File: config.mk
export PLATFORM = sky130hd
export DESIGN_NAME = ebc_seq
export DESIGN_NICKNAME = d
export VERILOG_FILES = /design/src/hdl/ebc_pkg.sv /design/src/hdl/ebc_seq.sv
export SDC_FILE = /design/constraint.sdc
export NUM_CORES = 1
export LEC_CHECK = 0
export BUFFER_PORTS_ARGS = -buffer_cell sky130_fd_sc_hd__buf_2
export CORE_ASPECT_RATIO = 1.2
export CORE_MARGIN = 2
export CORE_UTILIZATION = 45
export DETAILED_ROUTE_END_ITERATION = 8
export HOLD_SLACK_MARGIN = 0.12
export PLACE_DENSITY = 0.77
export RECOVER_POWER = 100
export SKIP_CTS_REPAIR_TIMING = 1
export SLEW_MARGIN = 20
export SYNTH_ARGS = -nofsm -noshare
export SYNTH_HDL_FRONTEND = slang
export SYNTH_SLANG_ARGS = --single-unit
File: constraint.sdc
create_clock -name clk_sys -period 3.6 [get_ports clk_sys]
set_clock_uncertainty 0.05 [all_clocks]
set_input_delay 0.72 -clock clk_sys [delete_from_list [all_inputs] [get_ports clk_sys]]
set_output_delay 0.72 -clock clk_sys [all_outputs]
set_load 0.01 [all_outputs]
File: src/hdl/ebc_pkg.sv
// Shared widths, phase encoding and timing constants of the bus sequencer
package ebc_pkg;
   // Bus geometry
   localparam int ADDR_W = 24;
   localparam int DATA_W = 16;
   // Field widths of the per-region timing configuration, the address setup sum and the phase counter
   localparam int UNIT_W = 2;
   localparam int ACC_W  = 5;
   localparam int AB_W   = 3;
   localparam int CNT_W  = 6;
   // One phase unit is one system clock period
   localparam int SYS_CLK_NS = 20;
   localparam int UNIT_NS    = 20;
   localparam int UNIT_CYC   = (UNIT_NS + SYS_CLK_NS - 1) / SYS_CLK_NS;
   // Longest address setup phase, window change included
   localparam logic [AB_W-1:0] AB_MAX_UNITS = 3'h5;
   localparam logic [AB_W-1:0] AB_BASE      = 3'h1;
   // Idle level of the active-low strobes and enables
   localparam logic PIN_IDLE = 1'b1;

   // Phases of one external bus cycle
   typedef enum logic [2:0] {
      PH_IDLE,
      PH_AB,
      PH_C,
      PH_D,
      PH_E,
      PH_F
   } ebc_phase_t;
endpackage

File: src/hdl/ebc_seq.sv
// External bus cycle sequencer: five programmable phases per access
`timescale 1ns/1ns
module ebc_seq #(
   parameter int NREG  = 4,
   parameter int RGN_W = 2
) (
   input  wire logic                      clk_sys,       // System clock
   input  wire logic                      srst,          // Sync reset
   input  wire logic                      reqValid,      // Access request
   output logic                           reqReady,      // Sequencer idle
   input  wire logic                      reqWrite,      // 1 write, 0 read
   input  wire logic [RGN_W-1:0]          reqRegion,     // Chip-select region
   input  wire logic [ebc_pkg::ADDR_W-1:0] reqAddr,      // Byte address
   input  wire logic [ebc_pkg::DATA_W-1:0] reqWdata,     // Write data
   input  wire logic [1:0]                reqByteEn,     // Low/high byte
   output logic                           rspValid,      // Read data pulse
   output logic [ebc_pkg::DATA_W-1:0]     rspRdata,      // Captured read
   input  wire logic [NREG-1:0]           cfgAddrSetup2, // Setup 2 units
   input  wire logic [NREG-1:0][ebc_pkg::UNIT_W-1:0] cfgWinExt, // Extra
   input  wire logic [NREG-1:0][ebc_pkg::UNIT_W-1:0] cfgCmdDly, // C
   input  wire logic [NREG-1:0]           cfgWrSetup,    // D 0 or 1
   input  wire logic [NREG-1:0][ebc_pkg::ACC_W-1:0] cfgAccess, // E-1
   input  wire logic [NREG-1:0][ebc_pkg::UNIT_W-1:0] cfgHold,  // F
   input  wire logic [NREG-1:0]           cfgMux,        // Shared bus
   input  wire logic [NREG-1:0]           cfgRdyEn,      // Ready used
   input  wire logic [NREG-1:0]           cfgRdyPol,     // Ready level
   input  wire logic [NREG-1:0]           cfgRdyAsync,   // Async ready
   input  wire logic                      readyIn,       // Ready pin
   input  wire logic                      clkOutSrcSys,  // Source select
   input  wire logic                      clkOutFastEn,  // Fast driver
   output logic                           busRefClkOut,  // Ref clock
   output logic                           chipSelN,      // Chip select
   output logic                           addrLatchEn,   // Address latch
   output logic                           byteHighEnableN, // High byte
   output logic                           rdN,           // Read strobe
   output logic                           wrLowN,        // Write low
   output logic                           wrHighN,       // Write high
   output logic [ebc_pkg::ADDR_W-1:0]     sepAddrBus,    // Address pins
   output logic [ebc_pkg::DATA_W-1:0]     sharedAdOut,   // Shared out
   output logic                           sharedAdOeN,   // Low: drive
   input  wire logic [ebc_pkg::DATA_W-1:0] sharedAdIn,   // Shared in
   output logic [ebc_pkg::DATA_W-1:0]     sepDataOut,    // Data out
   output logic                           sepDataOeN,    // Low: drive
   input  wire logic [ebc_pkg::DATA_W-1:0] sepDataIn     // Data in
);
   import ebc_pkg::*;

   typedef struct packed {
      ebc_phase_t          ph;
      logic [CNT_W-1:0]    cnt;
      logic [CNT_W-1:0]    abRun;
      logic [RGN_W-1:0]    rgn;
      logic [RGN_W-1:0]    prevRgn;
      logic                seen;
      logic                write;
      logic [1:0]          be;
      logic [ADDR_W-1:0]   addr;
      logic [DATA_W-1:0]   wdata;
      logic [DATA_W-1:0]   rdata;
      logic                rspV;
      logic                rdy1;
      logic                rdy2;
      logic                csN;
      logic                ale;
      logic                hiByteN;
      logic                rdN;
      logic                wrLN;
      logic                wrHN;
      logic [DATA_W-1:0]   adOut;
      logic                adOeN;
      logic [DATA_W-1:0]   dOut;
      logic                dOeN;
   } ebc_state_t;

   localparam ebc_state_t ST_RST = '{
      ph: PH_IDLE, csN: PIN_IDLE, hiByteN: PIN_IDLE, rdN: PIN_IDLE,
      wrLN: PIN_IDLE, wrHN: PIN_IDLE, adOeN: PIN_IDLE,
      dOeN: PIN_IDLE, default: '0};

   ebc_state_t q;
   ebc_state_t d;
   logic       rdyLvl;
   logic       rdyAct;
   logic       accEnd;
   logic       winChg;
   logic       strobe;
   logic [AB_W-1:0] abUnits;

   // Phase that follows, skipping phases programmed to zero units
   function automatic ebc_phase_t nextPh(ebc_phase_t ph,
                                         logic [RGN_W-1:0] r);
      ebc_phase_t n;
      case (ph)
         PH_AB: begin
            if (cfgCmdDly[r] != '0) n = PH_C;
            else if (cfgWrSetup[r]) n = PH_D;
            else n = PH_E;
         end
         PH_C: n = cfgWrSetup[r] ? PH_D : PH_E;
         PH_D: n = PH_E;
         PH_E: n = (cfgHold[r] != '0) ? PH_F : PH_IDLE;
         default: n = PH_IDLE;
      endcase
      return n;
   endfunction

   // Units of a phase minus one, loaded into the down counter
   function automatic logic [CNT_W-1:0] phLoad(ebc_phase_t ph,
                                               logic [RGN_W-1:0] r);
      logic [CNT_W-1:0] n;
      case (ph)
         PH_C: n = CNT_W'(cfgCmdDly[r]) - 6'h01;
         PH_D: n = 6'h00;
         PH_E: n = CNT_W'(cfgAccess[r]);
         PH_F: n = CNT_W'(cfgHold[r]) - 6'h01;
         default: n = 6'h00;
      endcase
      return n;
   endfunction

   // Reference clock is the system clock itself, gated by its selects
   assign busRefClkOut = clk_sys & clkOutSrcSys & clkOutFastEn;

   // Request side handshake and registered pin outputs
   assign reqReady        = (q.ph == PH_IDLE);
   assign rspValid        = q.rspV;
   assign rspRdata        = q.rdata;
   assign chipSelN        = q.csN;
   assign addrLatchEn     = q.ale;
   assign byteHighEnableN = q.hiByteN;
   assign rdN             = q.rdN;
   assign wrLowN          = q.wrLN;
   assign wrHighN         = q.wrHN;
   assign sepAddrBus      = q.addr;
   assign sharedAdOut     = q.adOut;
   assign sharedAdOeN     = q.adOeN;
   assign sepDataOut      = q.dOut;
   assign sepDataOeN      = q.dOeN;

   // Sequencer next state and the pin levels of the phase entered
   always_comb begin
      d = q;
      d.rspV = 1'b0;
      // Run length of the address setup phase, watched by its bound check
      d.abRun = (q.ph == PH_AB) ? q.abRun + 6'h01 : '0;
      // Two-flop stage; the second flop is the only reader of the first
      d.rdy1 = readyIn;
      d.rdy2 = q.rdy1;
      // Async mode costs two extra wait states for metastability safety
      rdyLvl = cfgRdyAsync[q.rgn] ? q.rdy2 : readyIn;
      rdyAct = (rdyLvl == cfgRdyPol[q.rgn]);
      accEnd = (q.cnt == '0) && (!cfgRdyEn[q.rgn] || rdyAct);
      winChg = q.seen && (reqRegion != q.prevRgn);
      abUnits = AB_BASE + AB_W'(cfgAddrSetup2[reqRegion]);
      if (winChg)
         abUnits = abUnits + AB_W'(cfgWinExt[reqRegion]);
      case (q.ph)
         PH_IDLE: begin
            if (reqValid) begin
               d.ph = PH_AB;
               d.cnt = CNT_W'(abUnits) - 6'h01;
               d.rgn = reqRegion;
               d.prevRgn = reqRegion;
               d.seen = 1'b1;
               d.write = reqWrite;
               d.be = reqByteEn;
               d.addr = reqAddr;
               d.wdata = reqWdata;
            end
         end
         PH_E: begin
            if (accEnd) begin
               d.ph = nextPh(q.ph, q.rgn);
               d.cnt = phLoad(d.ph, q.rgn);
               // Sampled on the edge that also raises the read strobe
               if (!q.write) begin
                  d.rspV = 1'b1;
                  d.rdata = cfgMux[q.rgn] ? sharedAdIn : sepDataIn;
               end
            end else if (q.cnt != '0) begin
               d.cnt = q.cnt - 6'h01;
            end
         end
         PH_AB, PH_C, PH_D, PH_F: begin
            if (q.cnt == '0) begin
               d.ph = nextPh(q.ph, q.rgn);
               d.cnt = phLoad(d.ph, q.rgn);
            end else begin
               d.cnt = q.cnt - 6'h01;
            end
         end
         default: d.ph = PH_IDLE;
      endcase

      // Pin levels follow the phase being entered, so they are registered
      strobe = (d.ph == PH_D) || (d.ph == PH_E);
      d.csN = (d.ph == PH_IDLE);
      d.ale = cfgMux[d.rgn] && (d.ph == PH_AB);
      d.hiByteN = d.csN || !d.be[1];
      d.rdN = !(strobe && !d.write);
      d.wrLN = !(strobe && d.write && d.be[0]);
      d.wrHN = !(strobe && d.write && d.be[1]);
      d.adOut = q.adOut;
      d.adOeN = PIN_IDLE;
      d.dOut = q.dOut;
      d.dOeN = PIN_IDLE;
      if (cfgMux[d.rgn]) begin
         // Address first, then bus released or turned to write data
         if (d.ph == PH_AB || d.ph == PH_C) begin
            d.adOut = d.addr[DATA_W-1:0];
            d.adOeN = 1'b0;
         end else if (d.ph != PH_IDLE && d.write) begin
            d.adOut = d.wdata;
            d.adOeN = 1'b0;
         end
      end else if (d.ph >= PH_D && d.ph != PH_IDLE && d.write) begin
         // Write data held through the hold phase
         d.dOut = d.wdata;
         d.dOeN = 1'b0;
      end
   end

   // Single state register
   always_ff @(posedge clk_sys) begin
      if (srst) q <= ST_RST;
      else q <= d;
   end

   chk_cs_phase: assert property (@(posedge clk_sys) disable iff (srst)
      (q.ph != PH_IDLE) == !q.csN)
      else $error("chip select does not match cycle activity");

   chk_ab_bound: assert property (@(posedge clk_sys) disable iff (srst)
      (q.ph == PH_AB) |-> (q.abRun < CNT_W'(AB_MAX_UNITS)))
      else $error("address setup phase longer than five units");

   chk_access_count: assert property (@(posedge clk_sys)
      disable iff (srst)
      (q.ph == PH_E && q.cnt != '0) |=> (q.ph == PH_E))
      else $error("access phase ended before its count");

   chk_ready_wait: assert property (@(posedge clk_sys)
      disable iff (srst)
      (q.ph == PH_E && q.cnt == '0 && cfgRdyEn[q.rgn] && !rdyAct)
      |=> (q.ph == PH_E && !q.csN))
      else $error("access phase left while module not ready");

   chk_read_capture: assert property (@(posedge clk_sys)
      disable iff (srst)
      (q.ph == PH_E && d.ph != PH_E && !q.write && !q.rdN)
      |=> (q.rspV && q.rdN))
      else $error("read data not captured with strobe rise");

   chk_strobe_window: assert property (@(posedge clk_sys)
      disable iff (srst)
      (!q.rdN || !q.wrLN || !q.wrHN) |-> (q.ph inside {PH_D, PH_E}))
      else $error("strobe active outside command window");

   chk_ale_addr: assert property (@(posedge clk_sys)
      disable iff (srst)
      q.ale |-> (q.ph == PH_AB && !q.adOeN
                 && q.adOut == q.addr[DATA_W-1:0]))
      else $error("latch enable without address on shared bus");

   chk_mux_turn: assert property (@(posedge clk_sys)
      disable iff (srst)
      (cfgMux[q.rgn] && !q.write && q.ph inside {PH_D, PH_E})
      |-> q.adOeN)
      else $error("shared bus driven during read turnaround");

   chk_demux_wdata: assert property (@(posedge clk_sys)
      disable iff (srst)
      (!cfgMux[q.rgn] && q.write && q.ph == PH_E)
      |-> (!q.dOeN && q.dOut == q.wdata && q.adOeN))
      else $error("demultiplexed write data not on data bus");

   chk_setup_unit: assert property (@(posedge clk_sys)
      disable iff (srst)
      (q.ph == PH_D) |=> (q.ph != PH_D))
      else $error("write setup phase longer than one unit");

   chk_hibyte_cycle: assert property (@(posedge clk_sys)
      disable iff (srst)
      !q.hiByteN |-> (!q.csN && q.be[1]))
      else $error("byte-high enable outside a high-byte cycle");

   chk_rsp_pulse: assert property (@(posedge clk_sys)
      disable iff (srst)
      q.rspV |=> !q.rspV)
      else $error("read data valid longer than one cycle");
endmodule

==> summary.md, run 1 <==
| Metric | Value |
|---|---|
| #FFs+latches synth | `116` |
| IO buf count | `233` |
| DIE HEIGHT | `132 um` |
| Syn-to-layout area delta | `23.1%` |
| Unrepaired setup endpoints after global routing | `false` |
| GPL Wtd Cong | `0.921` |
| Core Rows | `46` |
| Setup CP Type | `register to register` |
| Number of max-cap violations | `0` |
| Worst-path clk slew | `0.06 ns` |
| Initial Utilization | `46.1%` |
| WP data required | `3.97 ns` |
| Leakage power | `3.12 nW` |
| Detailed Routing Iterations Pass 1 | `5` |
| Grt ovf | `0` |
| Post-synth net total | `845` |
| Diodes inserted | `0` |
| Hold WS | `0.370 ns` |
| Crit start category | `register` |
| CP Capture Type | `register` |
| Pin count of the biggest net entering global routing | `56` |
| Total Power | `6.59 mW` |
| Post-DP Area | `0.00699 sq mm` |
| Layout cells sized above 1 | `27.5%` |
| Total track usage | `23.0%` |
| Synth async-reset ratio | `0%` |
| Netlist cell types | `59` |
| Placed Instances | `992` |
| Tcrit/Tclk final | `93.7%` |
| Antenna-violating nets left | `0` |
| Max Freq | `296 MHz` |
| Post-synth EDFFs | `0` |
| CTS tree | `done` |
| Most used cell, CP | `buf_4` |
| Initial antenna violation count | `0` |
| Post-synth top flop | `dfxtp_1` |
| First DRT Iteration DRCs | `290` |
| HP Class | `input pin to register` |
| Area share of the largest cell type after synthesis | `37.9%` |
| Core Area | `0.0133 sq mm` |
| Slew HR | `45.7%` |
| Worst skew pair latency | `0.53 ns` |
| Synth Cell Area | `0.00613 sq mm` |
| Largest area contributor in the synthesized netlist | `dfxtp_1` |
| Setup WS pre-CTS | `-0.0511 ns` |
| Ports | `234` |
| First-pass GRT wire length | `27200 um` |
| Synth warn | `0` |
| Final WL | `16900 um` |
| CP max stage delay | `0.52 ns` |
| Vias in the first global route | `5510` |
| Setup slack after layout | `0.227 ns` |
| Remaining DRCs | `0` |
| Worst Path Max Fanout | `11` |
| Die footprint | `0.0146 sq mm` |
| Fin util | `56.8%` |
| Hpwl dp | `12400 um` |
| Worst EP arrival | `3.74 ns` |
| Die Wd | `111 um` |
| Max Transition Viols Final | `0` |
| Final Net Count | `1007` |
| Routed WL per cell | `16.4 um` |
| CP max-delay cell | `mux4_2` |
| Synth area leaders | `dfxtp_1 (38%), buf_4 (8.9%), mux2i_1 (6.9%), mux4_2 (6.2%), nor2_1 (5.0%)` |
| Min cycle time layout | `3.37 ns` |
| Sum of negative setup slack | `0 ns` |
| Syn Inst Count | `684` |
| Vias/cell | `5.32` |
| Post-route cell area | `0.00755 sq mm` |
| Synth Area per Inst | `8.97 sq um` |
| Non-filler instance count after layout | `1027` |
| Final setup viols | `0` |
| Critical path, cell by cell | `buf_4, mux4_2, mux2i_1, xor2_1, o21ai_2, a221o_1, buf_4, nor4_1, o21ai_0, a32o_1` |
| Sequential area share after synthesis | `37.9%` |
| Worst-Margin Slew | `0.813 ns` |
| Vias | `5462` |
| Maximum vdd drop | `0.529 mV` |
| Power per cell area | `873 mW/mm^2` |
| Hold Violations, Final | `0` |
| Run status | `complete, no violations` |
cell families after synthesis:
kind of cell             count (synthesis)  share of synthesized area, %
flip-flops                             116                          37.9
buffers and inverters                  137                          13.0
XOR/XNOR                                 8                          1.14
AND/OR/NAND/NOR                        193                          14.0
AO/OA/AOI/OAI                          160                          18.5
multiplexers                            60                          13.3
adder cells (fa/ha/maj)                 10                          2.16
state kept, by name, summed over array words and instances (netlist names):
signal           cells
addrLatchEn          1
byteHighEnableN      1
chipSelN             1
d                    1
q                   34
rdN                  1
rspRdata            16
rspValid             1
sepAddrBus          24
sepDataOeN           1
sepDataOut          16
sharedAdOeN          1
sharedAdOut         16
wrHighN              1
wrLowN               1
layer usage:
metal  global-route usage (%)  wire length (um)  part of all wire [%]
met4                     10.7               430                   2.6
met5                        0                 0                     0
met1                     27.0              7010                    42
met3                     6.57               986                   5.9
met2                     38.8              8430                    50
final timing paths:
check | end | slack (ns) | startpoint | cells after the start
max | sharedAdOut[8] | 0.23 | q[105] | 10
min | d[40] | 0.37 | readyIn | 2
max reg2reg | sharedAdOut[8] | 0.23 | q[105] | 10
min reg2reg | sepAddrBus[23] | 0.41 | sepAddrBus[23] | 2
synth_stat cells, drive strengths merged (3+ instances only):
master	n
nor3	8
a32o	9
clkbuf	33
nor2b	4
nand3	5
mux4	17
nor4	9
xor2	6
a21oi	45
nand2b	13
a2bb2oi	6
buf	84
a221oi	3
ha	9
a21boi	4
a31oi	10
nand2	61
inv	20
and3	3
or3	3
a211oi	41
nor2	81
a311oi	6
o21ai	14
mux2i	42
dfxtp	116
placed cells by master, fill, tap and decap left out, types with 3 or more instances in the layout:
| cell | count |
|---|---|
| a32o_1 | 9 |
| clkbuf_16 | 20 |
| clkinv_4 | 3 |
| nand2_1 | 61 |
| a31oi_1 | 10 |
| clkbuf_1 | 86 |
| a2bb2oi_1 | 6 |
| buf_2 | 149 |
| ha_1 | 9 |
| nand2b_1 | 13 |
| a211oi_1 | 40 |
| buf_4 | 21 |
| nor4_1 | 9 |
| a21oi_1 | 44 |
| dfxtp_1 | 115 |
| a21boi_0 | 3 |
| nor3_1 | 6 |
| mux2i_1 | 42 |
| nor2_1 | 81 |
| inv_6 | 3 |
| inv_1 | 19 |
| o21ai_0 | 12 |
| nor2b_1 | 4 |
| clkinvlp_4 | 4 |
| or3_1 | 3 |
| mux4_2 | 17 |
| xor2_1 | 6 |
| nand3_1 | 4 |
| a311oi_1 | 6 |
critical path: cells and delay by family, from the launching register on:
| kind | cells | cell delay (ns) |
|---|---|---|
| buffers and inverters | 2 | 0.40 |
| DFF | 1 | 0.43 |
| muxes | 2 | 0.72 |
| and+or+nand+nor | 1 | 0.33 |
| AOI/OAI and AO/OA | 4 | 1.03 |
| xor gates and xnor gates | 1 | 0.30 |
power by group:
part | internal [mW] | switching (mW) | total, mW
Clock | 1.21 | 0.653 | 1.86
Sequential | 1.56 | 0.202 | 1.76
Combinational | 1.20 | 1.76 | 2.97
Total | 3.97 | 2.62 | 6.59
cell type report:
| type | count | area, sq um |
|---|---|---|
| Fill cell | 1239 | 5750 |
| Multi-Input combinational cell | 431 | 3020 |
| Sequential cell | 116 | 2320 |
| Timing Repair Buffer | 256 | 1240 |
| Clock buffer | 23 | 532 |
| Tap cell | 168 | 210 |
| Clock inverter | 13 | 148 |
| Inverter | 20 | 75.1 |
Note: power is estimated with default switching activity, not from simulation.
==> run 2: changes to the inputs <==
--- a/config.mk
+++ b/config.mk
@@ -5,8 +5,8 @@
 export SDC_FILE = /design/constraint.sdc
 export NUM_CORES = 1
 export LEC_CHECK = 0
-export BUFFER_PORTS_ARGS = -buffer_cell sky130_fd_sc_hd__buf_2
-export CORE_ASPECT_RATIO = 1.2
+export BUFFER_PORTS_ARGS = -buffer_cell sky130_fd_sc_hd__buf_4
+export CORE_ASPECT_RATIO = 1.5
 export CORE_MARGIN = 2
 export CORE_UTILIZATION = 45
 export DETAILED_ROUTE_END_ITERATION = 8
==> run 2 against run 1 <==
- via count rose by 1.6%
- non-clock buffer count rose by 2
- wire length rose by 3.2%
- flip-flop and latch count did not move
- clock power fell by 3%
- total power fell by 0.15%
- the flow now finishes with violations (max-capacitance violations, max-slew violations)
- critical path depth rose by 2
- maximum frequency fell by 0.16%
- cell area rose by 4.9%
- worst hold slack improved by 0.013 ns
==> summary.md, run 2 (synthesis gave the netlist of run 1 again) <==
| Metric | Value |
|---|---|
| Most frequent cells in the layout | `buf_4 (171), dfxtp_1 (116), clkbuf_1 (85)` |
| Die footprint | `0.0146 sq mm (+0.11%)` |
| Detailed Routing Iterations Pass 1 | `5 (unchanged)` |
| Grt ovf | `0 (unchanged)` |
| Hold Path Origin | `readyIn` |
| Power per cell area | `831 mW/mm^2 (-4.8%)` |
| Final setup viols | `0 (unchanged)` |
| Vias/cell | `5.43 (+2.1%)` |
| WP data required | `3.96 ns (about the same)` |
| Met3 Use GR | `6.76% (+0.18 points)` |
| Worst EP arrival | `3.74 ns (about the same)` |
| Remaining DRCs | `0 (unchanged)` |
| Final WL | `17400 um (+3.2%)` |
| Worst r2r src | `q[105]` |
| Vias | `5551 (+1.6%)` |
| Initial Utilization | `45.8% (-0.37 points)` |
| Worst skew pair latency | `0.52 ns (about the same)` |
| Hold WS | `0.383 ns (+0.0126 ns)` |
| Busiest grt layer | `met2` |
| Met1 Usage GRT | `24.9% (-2.1 points)` |
| Beginning of the critical path | `q[105]` |
| Crit start category | `register` |
| Slew HR | `-65.8% (-110 points)` |
| Min cycle time layout | `3.38 ns (+0.00551 ns)` |
| Grt met2 use | `42.0% (+3.2 points)` |
| Syn-to-layout area delta | `29.1%` |
| Routed WL per cell | `17.0 um (+3.7%)` |
| Worst Path Max Fanout | `10 (-1)` |
| Max Freq | `296 MHz (-0.16%)` |
| CTS tree | `done` |
| Initial antenna violation count | `0 (unchanged)` |
| Critical path, cell by cell | `buf_4, mux4_2, inv_1, ha_1, inv_1, nor2_1, a2111oi_1, a221oi_4, buf_4, a21boi_1, a21oi_2, a2bb2o_1` |
| Diodes inserted | `0 (unchanged)` |
| Run status | `complete, but fails checks` |
| First-pass GRT wire length | `27100 um (-0.38%)` |
| Crit path buffers/inverters | `4 (+2)` |
| Tcrit/Tclk final | `93.8% (+0.15 points)` |
| Leakage power | `3.25 nW (+4.1%)` |
| Maximum vdd drop | `0.445 mV (-16%)` |
| Non-filler instance count after layout | `1022 (-0.49%)` |
| CP Capture Type | `register` |
| Die Wd | `99.3 um (-10%)` |
| CP max-delay cell | `a2111oi_1` |
| Pin count of the biggest net entering global routing | `53 (-5.4%)` |
| IO buf count | `233 (unchanged)` |
| Ports | `234 (unchanged)` |
| First DRT Iteration DRCs | `203 (-30%)` |
| DIE HEIGHT | `147 um (+11%)` |
| Placed Instances | `988 (-0.40%)` |
| Max FFs per register | `34 (unchanged)` |
| Layout cells sized above 1 | `27.6% (+0.084 points)` |
| Vias in the first global route | `5448 (-1.1%)` |
| Antenna-violating nets left | `0 (unchanged)` |
| Crit path max-delay family | `compound AO/OA/AOI/OAI gates` |
| Core Rows | `52 (+13%)` |
| HP Class | `input pin to register` |
| Total track usage | `23.7% (+0.77 points)` |
| Commonest non-fill, non-tap cell in the layout | `buf_4` |
| Hpwl dp | `13100 um (+6.1%)` |
| Hold Violations, Final | `0 (unchanged)` |
| Worst-Margin Slew | `2.49 ns (+1.67 ns)` |
| GPL Wtd Cong | `0.898 (-2.6%)` |
| Worst-path clk slew | `0.06 ns (about the same)` |
| Fin util | `59.1% (+2.3 points)` |
| Max Transition Viols Final | `53 (+53)` |
| Final Net Count | `1009 (+0.20%)` |
| Core Area | `0.0134 sq mm (+0.81%)` |
| Failing checks | `max-capacitance violations, max-slew violations` |
| Number of max-cap violations | `1 (+1)` |
| Largest Register | `q` |
| Setup CP Type | `register to register` |
| CP max stage delay | `0.77 ns (+0.25 ns)` |
## run 2: cell count changes in the layout (fill, tap and decap cells not counted), moves of 2 or more
cell	delta
buf_4	+150
clkbuf_4	+2
buf_2	-149
inv_6	-3
## run 2: worst register-to-register path, cell delays in order (launching register included)
cell	delay [ns]
dfxtp_1	0.30
buf_4	0.18
mux4_2	0.38
inv_1	0.08
ha_1	0.21
inv_1	0.09
nor2_1	0.05
a2111oi_1	0.77
a221oi_4	0.10
buf_4	0.20
a21boi_1	0.23
a21oi_2	0.20
a2bb2o_1	0.42
## run 2: layout make-up
| type | instances | area [sq um] |
|---|---|---|
| clock buffers | 23 | 526 |
| well taps | 162 | 203 |
| flip-flops and latches | 116 | 2320 |
| fillers | 1249 | 5490 |
| repair buffers | 258 | 1630 |
| clock inverters | 12 | 134 |
| inverters | 20 | 75.1 |
| multi-input cells | 431 | 3030 |
## run 2: worst paths after layout
check | endpoint | slack [ns] | cells past startpoint
worst max register to register | sharedAdOut[14] | 0.22 | 12
worst min-delay path | d[40] | 0.38 | 2
worst min register to register | sepAddrBus[22] | 0.40 | 2
worst max-delay path | sharedAdOut[14] | 0.22 | 12
## run 2: metrics by stage
stage                     TNS [ns]  total power [mW]  setup WS (ns)  cell area (sq um)
final                            0              6.58          0.222               7920
after global placement      -0.197              4.90        -0.0431               7580
after global routing       -0.0209              7.04        -0.0170               7920
after detailed placement    -0.398              4.94        -0.0896               7580
after floorplan                  0              4.02          0.246               6130
after CTS                        0              6.76         0.0698               8230
## run 2: power by group
part           total, mW  switching, mW  internal [mW]
clock network       1.81          0.628           1.18
logic               3.02           1.74           1.28
registers           1.75          0.190           1.56
## run 2: layer usage
| layer | part of all wire [%] | vias to the layer above |
|---|---|---|
| li1 | - | 2705 |
| met1 | 36 | 2601 |
| met2 | 54 | 201 |
| met3 | 5.7 | 44 |
| met4 | 4.2 | 0 |
| met5 | 0 | - |
